File: src/core/gp_timers_pkg.sv
// Package for the general purpose timer set: register map, field positions,
// reset values and the carrier types shared by the design and the bench.
// Assumes a single 40 MHz core clock that also serves as the instruction clock.
`default_nettype none
package gp_timers_pkg;

  localparam int unsigned NUM_TIMERS = 9;
  localparam int unsigned NUM_PAIRS  = 4;
  localparam int unsigned ADDR_W     = 8;

  // Byte offsets: timer n (0 = standalone, 1..8 = paired) sits at n * TIMER_STRIDE.
  localparam logic [7:0] TIMER_STRIDE = 8'h10;
  localparam logic [3:0] OFF_CTRL     = 4'h0;
  localparam logic [3:0] OFF_PERIOD   = 4'h4;
  localparam logic [3:0] OFF_COUNT    = 4'h8;
  localparam logic [3:0] OFF_FLAGS    = 4'hC;
  localparam logic [7:0] ADDR_FLAGS   = 8'h0C;

  // Control register field positions.
  localparam int unsigned BIT_RUN       = 15;
  localparam int unsigned BIT_IDLE_STOP = 13;
  localparam int unsigned BIT_GATE      = 6;
  localparam int unsigned BIT_PS_HI     = 5;
  localparam int unsigned BIT_PS_LO     = 4;
  localparam int unsigned BIT_PAIR32    = 3;
  localparam int unsigned BIT_SYNC      = 2;
  localparam int unsigned BIT_CLK_SEL   = 1;

  // Writable bits per control register flavour; the rest read as zero.
  localparam logic [15:0] MASK_STANDALONE = 16'hA076;
  localparam logic [15:0] MASK_EVEN       = 16'hA07A;
  localparam logic [15:0] MASK_ODD        = 16'hA072;

  localparam logic [15:0] CTRL_RESET   = 16'h0000;
  localparam logic [15:0] PERIOD_RESET = 16'hFFFF;
  localparam logic [15:0] COUNT_RESET  = 16'h0000;

  // Prescaler terminal counts for 1:1, 1:8, 1:64 and 1:256.
  localparam logic [7:0] PS_TERM_1   = 8'h00;
  localparam logic [7:0] PS_TERM_8   = 8'h07;
  localparam logic [7:0] PS_TERM_64  = 8'h3F;
  localparam logic [7:0] PS_TERM_256 = 8'hFF;

  typedef struct packed {
    logic                psel;
    logic                penable;
    logic                pwrite;
    logic [ADDR_W-1:0]   paddr;
    logic [31:0]         pwdata;
  } apb_req_type;

  typedef struct packed {
    logic                pready;
    logic                pslverr;
    logic [31:0]         prdata;
  } apb_rsp_type;

endpackage
`default_nettype wire

File: src/core/gp_timers.sv
// Nine general purpose timers: one standalone 16-bit timer and four pairs
// that run as two 16-bit timers or one cascaded 32-bit timer, behind APB.
// Assumes pins, gate inputs and the idle indication are synchronous to core_clk_i.
//
// Functional notes
// - Standalone timer is a 16-bit timer, sync counter or async counter.
// - Standalone timer flags on period match or gated-mode gate falling edge.
// - timer_run set starts counting, cleared stops the timer.
// - idle_stop set halts the timer in Idle; cleared keeps it running.
// - gate_accumulate_en gates counting on internal clock, ignored on external.
// - prescale_select 11/10/01/00 divides by 256/64/8/1.
// - ext_clock_sync chooses synchronised external clock; ignored for internal clock.
// - clock_source_select 1 counts external rising edges, 0 the instruction clock.
// - Unimplemented control bits, including 12 to 7, read as zero.
// - Each paired timer alone supports all synchronous 16-bit modes.
// - Cascaded pair is one 32-bit timer or counter matching a 32-bit period.
// - pair_32bit_mode joins even and odd timers into one 32-bit timer.
// - Even timer is the low count word, odd timer the high word.
// - In cascade the odd control bits are ignored; even controls everything.
// - Cascaded match is flagged on the odd timer's flag only.
// - Odd period register holds upper period word, even the lower word.
// - In cascade the odd count register holds the upper count word.
// - Pair 2/3 makes the first ADC trigger, pair 4/5 the second.
// - Only timers 2 and 3 provide capture and compare time bases.
// - Only timers 2 and 3 may request DMA transfers.
// - Standalone timer keeps running in Idle and Sleep when allowed.
// - Bit 3 of even control selects cascaded 32-bit mode.
//
// The implementer's own choices: the APB register port and the placing of the registers.
`default_nettype none
module gp_timers (
  input  wire logic                                   core_clk_i,
  input  wire logic                                   arst_n_i,
  input  wire gp_timers_pkg::apb_req_type             apb_i,
  output gp_timers_pkg::apb_rsp_type                  apb_o,
  input  wire logic [gp_timers_pkg::NUM_TIMERS-1:0]   ext_clock_i,
  input  wire logic [gp_timers_pkg::NUM_TIMERS-1:0]   gate_i,
  input  wire logic                                   idle_mode_i,
  output logic      [gp_timers_pkg::NUM_TIMERS-1:0]   irq_flag_o,
  output logic      [1:0]                             adc_trigger_o,
  output logic      [1:0]                             dma_request_o,
  output logic      [15:0]                            timebase2_o,
  output logic      [15:0]                            timebase3_o
);
  import gp_timers_pkg::*;

  typedef struct packed {
    logic [NUM_TIMERS-1:0][15:0] ctrl;
    logic [NUM_TIMERS-1:0][15:0] period;
    logic [NUM_TIMERS-1:0][15:0] count;
    logic [NUM_TIMERS-1:0][7:0]  pre;
    logic [NUM_TIMERS-1:0]       flag;
    logic [NUM_TIMERS-1:0]       gate_prev;
    logic [NUM_TIMERS-1:0]       sync1;
    logic [NUM_TIMERS-1:0]       sync2;
    logic [NUM_TIMERS-1:0]       sync3;
    logic                        raw_prev;
    logic [1:0]                  adc_trig;
    logic [1:0]                  dma_req;
    logic [31:0]                 prdata;
    logic                        pslverr;
  } state_type;

  state_type state_q;
  state_type state_d;

  function automatic logic [7:0] prescale_term(input logic [1:0] sel);
    case (sel)
      2'b11:   prescale_term = PS_TERM_256;
      2'b10:   prescale_term = PS_TERM_64;
      2'b01:   prescale_term = PS_TERM_8;
      default: prescale_term = PS_TERM_1;
    endcase
  endfunction

  function automatic logic [15:0] ctrl_mask(input int unsigned idx);
    if (idx == 0) begin
      ctrl_mask = MASK_STANDALONE;
    end else if (idx % 2 == 1) begin
      ctrl_mask = MASK_EVEN;
    end else begin
      ctrl_mask = MASK_ODD;
    end
  endfunction

  // Checks that a byte address is the flag register or a timer's control, period or count slot.
  function automatic logic addr_valid(input logic [ADDR_W-1:0] addr);
    logic [3:0] tsel;
    logic [3:0] rsel;
    tsel = addr[7:4];
    rsel = addr[3:0];
    if (addr == ADDR_FLAGS) begin
      addr_valid = 1'b1;
    end else if (tsel < 4'(NUM_TIMERS) && (rsel == OFF_CTRL || rsel == OFF_PERIOD ||
                 rsel == OFF_COUNT)) begin
      addr_valid = 1'b1;
    end else begin
      addr_valid = 1'b0;
    end
  endfunction

  always_comb begin
    logic [NUM_TIMERS-1:0] tick;
    logic [NUM_TIMERS-1:0] active;
    logic [NUM_TIMERS-1:0] match;
    logic [NUM_TIMERS-1:0] set_flag;
    logic [NUM_TIMERS-1:0] clr_flag;
    logic [NUM_TIMERS-1:0] cascade_odd;
    logic [15:0]           ctl;
    logic                  edge_seen;
    logic                  in_tick;
    logic                  gated;
    logic [31:0]           c32;
    logic [31:0]           p32;
    logic                  setup;
    logic                  wr;
    logic [3:0]            tsel;
    logic [3:0]            rsel;
    tick        = '0;
    active      = '0;
    match       = '0;
    set_flag    = '0;
    clr_flag    = '0;
    cascade_odd = '0;
    ctl         = '0;
    edge_seen   = 1'b0;
    in_tick     = 1'b0;
    gated       = 1'b0;
    c32         = '0;
    p32         = '0;
    state_d     = state_q;

    // External clock synchroniser and edge history.
    state_d.sync1     = ext_clock_i;
    state_d.sync2     = state_q.sync1;
    state_d.sync3     = state_q.sync2;
    state_d.raw_prev  = ext_clock_i[0];
    state_d.gate_prev = gate_i;

    for (int unsigned p = 0; p < NUM_PAIRS; p++) begin
      cascade_odd[2 + 2 * p] = state_q.ctrl[1 + 2 * p][BIT_PAIR32];
    end

    // Input clock selection, gating and prescaler for each timer.
    for (int unsigned i = 0; i < NUM_TIMERS; i++) begin
      ctl = state_q.ctrl[i];
      if (i == 0 && !ctl[BIT_SYNC]) begin
        edge_seen = ext_clock_i[0] & ~state_q.raw_prev;
      end else begin
        edge_seen = state_q.sync2[i] & ~state_q.sync3[i];
      end
      gated = !ctl[BIT_CLK_SEL] && ctl[BIT_GATE];
      if (ctl[BIT_CLK_SEL]) begin
        in_tick = edge_seen;
      end else if (gated) begin
        in_tick = gate_i[i];
      end else begin
        in_tick = 1'b1;
      end
      active[i] = ctl[BIT_RUN] && !(ctl[BIT_IDLE_STOP] && idle_mode_i)
                  && !cascade_odd[i];
      if (active[i] && in_tick) begin
        if (state_q.pre[i] >= prescale_term(ctl[BIT_PS_HI:BIT_PS_LO])) begin
          state_d.pre[i] = '0;
          tick[i]        = 1'b1;
        end else begin
          state_d.pre[i] = state_q.pre[i] + 8'h01;
        end
      end
      if (active[i] && gated && state_q.gate_prev[i] && !gate_i[i]) begin
        set_flag[i] = 1'b1;
      end
    end

    // Counting: 16-bit per timer, or 32-bit on the even timer of a cascaded pair.
    for (int unsigned i = 0; i < NUM_TIMERS; i++) begin
      if (i != 0 && i % 2 == 1 && state_q.ctrl[i][BIT_PAIR32]) begin
        c32 = {state_q.count[i + 1], state_q.count[i]};
        p32 = {state_q.period[i + 1], state_q.period[i]};
        if (tick[i]) begin
          if (c32 == p32) begin
            state_d.count[i]     = '0;
            state_d.count[i + 1] = '0;
            match[i + 1]         = 1'b1;
          end else begin
            c32                  = c32 + 32'h0000_0001;
            state_d.count[i]     = c32[15:0];
            state_d.count[i + 1] = c32[31:16];
          end
        end
      end else if (!cascade_odd[i] && tick[i]) begin
        if (state_q.count[i] == state_q.period[i]) begin
          state_d.count[i] = '0;
          match[i]         = 1'b1;
        end else begin
          state_d.count[i] = state_q.count[i] + 16'h0001;
        end
      end
    end
    set_flag = set_flag | match;

    // Pair events: ADC triggers for pairs 2/3 and 4/5, DMA for timers 2 and 3 only.
    state_d.adc_trig[0] = match[1] | match[2];
    state_d.adc_trig[1] = match[3] | match[4];
    state_d.dma_req     = {match[2], match[1]};

    // APB slave: decode in the setup cycle, complete with no wait state.
    setup = apb_i.psel && !apb_i.penable;
    wr    = apb_i.psel && apb_i.penable && apb_i.pwrite && addr_valid(apb_i.paddr);
    tsel  = apb_i.paddr[7:4];
    rsel  = apb_i.paddr[3:0];
    if (setup) begin
      state_d.pslverr = !addr_valid(apb_i.paddr);
      state_d.prdata  = '0;
      if (apb_i.paddr == ADDR_FLAGS) begin
        state_d.prdata[NUM_TIMERS-1:0] = state_q.flag;
      end else if (addr_valid(apb_i.paddr)) begin
        for (int unsigned i = 0; i < NUM_TIMERS; i++) begin
          if (tsel == 4'(i)) begin
            case (rsel)
              OFF_CTRL:   state_d.prdata[15:0] = state_q.ctrl[i] & ctrl_mask(i);
              OFF_PERIOD: state_d.prdata[15:0] = state_q.period[i];
              OFF_COUNT:  state_d.prdata[15:0] = state_q.count[i];
              default:    state_d.prdata[15:0] = '0;
            endcase
          end
        end
      end
    end
    if (wr) begin
      if (apb_i.paddr == ADDR_FLAGS) begin
        clr_flag = apb_i.pwdata[NUM_TIMERS-1:0];
      end else begin
        for (int unsigned i = 0; i < NUM_TIMERS; i++) begin
          if (tsel == 4'(i)) begin
            case (rsel)
              OFF_CTRL: begin
                state_d.ctrl[i] = apb_i.pwdata[15:0] & ctrl_mask(i);
                state_d.pre[i]  = '0;
              end
              OFF_PERIOD: state_d.period[i] = apb_i.pwdata[15:0];
              OFF_COUNT:  state_d.count[i]  = apb_i.pwdata[15:0];
              default:    state_d.count[i]  = state_d.count[i];
            endcase
          end
        end
      end
    end
    // A match in the clearing cycle keeps its flag set.
    state_d.flag = (state_q.flag & ~clr_flag) | set_flag;
  end

  always_ff @(posedge core_clk_i or negedge arst_n_i) begin
    if (!arst_n_i) begin
      state_q           <= '0;
      state_q.ctrl      <= {NUM_TIMERS{CTRL_RESET}};
      state_q.period    <= {NUM_TIMERS{PERIOD_RESET}};
      state_q.count     <= {NUM_TIMERS{COUNT_RESET}};
    end else begin
      state_q <= state_d;
    end
  end

  assign apb_o.pready  = 1'b1;
  assign apb_o.pslverr = state_q.pslverr;
  assign apb_o.prdata  = state_q.prdata;
  assign irq_flag_o    = state_q.flag;
  assign adc_trigger_o = state_q.adc_trig;
  assign dma_request_o = state_q.dma_req;
  assign timebase2_o   = state_q.count[1];
  assign timebase3_o   = state_q.count[2];

endmodule
`default_nettype wire

File: config.mk
export PLATFORM = sky130hd
export DESIGN_NAME = gp_timers
export DESIGN_NICKNAME = d
export VERILOG_FILES = /design/src/core/gp_timers_pkg.sv /design/src/core/gp_timers.sv
export SDC_FILE = /design/constraint.sdc
export NUM_CORES = 1
export LEC_CHECK = 0
export BUFFER_PORTS_ARGS = -buffer_cell sky130_fd_sc_hd__buf_2
export CORE_ASPECT_RATIO = 0.9
export CORE_MARGIN = 4
export CORE_UTILIZATION = 59
export CTS_BUF_LIST = sky130_fd_sc_hd__clkbuf_4
export DETAILED_ROUTE_END_ITERATION = 6
export PLACE_DENSITY = 0.78
export SETUP_SLACK_MARGIN = 0.1
export SYNTH_ARGS = -nofsm -noshare
export SYNTH_HDL_FRONTEND = slang
export SYNTH_SLANG_ARGS = --single-unit
File: constraint.sdc
create_clock -name core_clk_i -period 6.85 [get_ports core_clk_i]
set_input_delay 0.3425 -clock core_clk_i [delete_from_list [all_inputs] [get_ports core_clk_i]]
set_output_delay 0.3425 -clock core_clk_i [all_outputs]
set_load 0.1 [all_outputs]
==> impl_metrics.json <==
{
  "cts-hold-fix-buffers": 61,
  "crit_fanout": 8,
  "syn_avg_cell_area_um2": 9.14,
  "finalHoldViolations": 0,
  "htreeDepth": 4,
  "crit_slowest_cell": "a211oi_1",
  "cts_buffer_depth": 3,
  "worst_ep_arrival_time_ns": 4.67,
  "synth_cells": 3376,
  "r2r_start": "state_q[496]",
  "setup_violations": 0,
  "area_delta_synth_final_pct": 8.82,
  "p_per_area_nw_per_um2": 199,
  "fmax_mhz": 263,
  "io_buffers": 109,
  "routabilityCongestion": 0.988,
  "numCtsBuffers": 137,
  "cp-startpoint": "state_q[496]",
  "drive_gt1_frac": 0.218,
  "start_util": 0.597,
  "maxSlewHeadroom": 0.120,
  "peakVddDrop_mv": 0.175,
  "fin_tns_setup_ns": 0,
  "seq_area_frac_synth": 0.399,
  "dp_hpwl_um": 72200,
  "wl_um": 106000,
  "ys_types": 99,
  "p_leak_nw": 14.4,
  "io_pins": 143,
  "synthesis.area_um2": 30900,
  "worst_pin_slew_ns": 1.32,
  "synth_compound_area_frac": 0.182,
  "hold_start": "gate_i[3]",
  "synthAdderAreaFrac": 0.0353,
  "maxCapViolCount": 0,
  "cts_root_buf": "clkbuf_4",
  "yosysWarnings": 0,
  "slowest_delay_ns": 1.01,
  "rsz0062_at_grt": "false",
  "post-route-period-util": 0.555,
  "rows": 79,
  "required_ns": 7.72,
  "yosys.area_share.simple": 0.181,
  "min_period_ns": 3.80,
  "cp-end-kind": "flop",
  "status": "completed",
  "fp.dieH_um": 225,
  "remaining_drc_errors": 0,
  "fin_total_pwr_mw": 6.70,
  "synthMuxAreaShare": 0.0811,
  "drt_first_pass_iters": 6,
  "postLayoutCoreUtil": 0.650,
  "gr-total-overflow": 0,
  "final_common_cell": "dfrtp_1",
  "critPathKind": "flop to flop",
  "synth_async_sr_flop_share": 1.00,
  "synth-seq-cells": 485,
  "grt_pass1_vias": 27400,
  "nets": 3582,
  "dieWidth_um": 249,
  "post_cts_resized": 0,
  "viasPerCell": 6.79,
  "fillers": 4305,
  "min_path_type": "input port to flop",
  "drt_iter0_drc": 3948,
  "clock_latency_ns": 1.00,
  "synthFlopType": "dfrtp_1",
  "worstSetupStartpointType": "flop",
  "maxSlewViolCount": 0,
  "cts_sinks": 485,
  "synth-xor-area-share": 0.0621,
  "clkTransAtPathRegs_ns": 0.06,
  "ant_nets": 0,
  "crit_chain": "inv_1 > ha_1 > a21o_1 > a2111oi_0 > o31a_2 > nor3_1 > a211oi_1 > o21ai_0 > a22oi_1",
  "synth_edf_count": 0,
  "num_vias": 28700,
  "core-area_um2": 51700,
  "grt_pass1_wl_um": 162000,
  "synth_top_family_by_area": "compound AO/OA/AOI/OAI gates",
  "grt_max_degree": 162,
  "cts_tree": "done",
  "skew_ns": 0.0688,
  "grt_usage": 0.371,
  "cts_setup_buffers": 0,
  "die_area_um2": 56000,
  "routedWlPerCell_um": 25.1,
  "most-common-layout-cells": "341 x dfrtp_1, 305 x nand2_1, 262 x nor2_1, 214 x o21ai_0, 213 x clkbuf_4",
  "antenna_found_initial": 8
}
## sequential cells by signal (all words and copies together), names as in the netlist
signal,flops
dma_request_o,2
irq_flag_o,9
adc_trigger_o,2
apb_o,17
timebase3_o,16
state_d,18
timebase2_o,16
state_q,405
## cells in the mapped netlist, types with 41 or more instances
| cell | n | area, um^2 |
|---|---|---|
| dfrtp_1 | 341 | 8530 |
| nor3_1 | 85 | 425 |
| o22ai_1 | 46 | 288 |
| o21ai_0 | 214 | 1070 |
| xnor2_1 | 115 | 1010 |
| xor2_1 | 104 | 911 |
| mux2_2 | 186 | 2090 |
| and3_1 | 52 | 325 |
| a22oi_1 | 101 | 758 |
| nand3_1 | 89 | 445 |
| ha_1 | 87 | 1090 |
| clkbuf_1 | 164 | 616 |
| nand2_1 | 305 | 1140 |
| dfstp_2 | 144 | 3780 |
| a31oi_1 | 47 | 294 |
| buf_4 | 86 | 646 |
| a21oi_1 | 160 | 801 |
| mux2i_1 | 41 | 410 |
| nand4_1 | 71 | 444 |
| a221oi_1 | 46 | 403 |
| nor2_1 | 262 | 983 |
| inv_1 | 78 | 293 |
| nor4_1 | 53 | 332 |
## critical path: cells and delay by family, from the launching register on
kind                       cells  cell delay [ns]
adders and majority gates      1             0.32
and+or+nand+nor                1             0.20
AOI/OAI and AO/OA              6             2.65
DFF                            1             0.44
buffers and inverters          1             0.13
## through the flow
step / hold slack, ns / cell area, um^2 / worst slack, ns / cells
global route: 0.0525 / 33600 / 2.84 / 4228
detailed placement: 0.338 / 31200 / 3.05 / 3919
CTS: 0.00778 / 33600 / 3.18 / 4224
finish: 0.106 / 33600 / 3.05 / 4231
floorplan: 0.0469 / 30900 / 4.07 / 3391
global placement: 0.332 / 31200 / 3.11 / 3919
## cell type report
cell class	count	area [um^2]	share of cell area
flip-flops and latches	485	12300	0.367
clock buffers	213	1600	0.0476
clock inverters	31	200	0.00596
well taps	688	861	0.0256
diodes	7	17.5	0.000521
repair buffers	208	1480	0.0440
multi-input cells	2521	16800	0.501
inverters	78	293	0.00872
## metal layers
metal  up-vias  global-route usage  share of wire
li1      12400                   -              -
met1     13900               0.516           0.40
met2      1993               0.526           0.42
met3       338               0.116           0.13
met4         4               0.188          0.050
met5         -                   0        0.00014
## where the power goes
part / switching, mW / internal [mW]
combinational: 0.613 / 0.235
clock: 1.31 / 1.52
sequential: 0.0909 / 2.93
## kinds of logic after synthesis
| kind of cell | after synthesis |
|---|---|
| fa+ha+maj | 87 |
| mux | 227 |
| xor+xnor | 219 |
| compound gates | 849 |
| other cells | 2 |
| flops | 485 |
| simple gates | 1122 |
| buf+inv | 385 |
## worst paths after layout
check	end	slack, ns	depth (start not counted)
worst max-delay path	state_q[222]	3.05	9
worst min-delay path	state_q[68]	0.11	2
worst max register to register	state_q[222]	3.05	9
worst min register to register	state_d[40]	0.34	0
max in group asynchronous	apb_o[9]	4.58	4
min in group asynchronous	state_q[289]	0.55	3
Power figures use the tool's default switching activity.
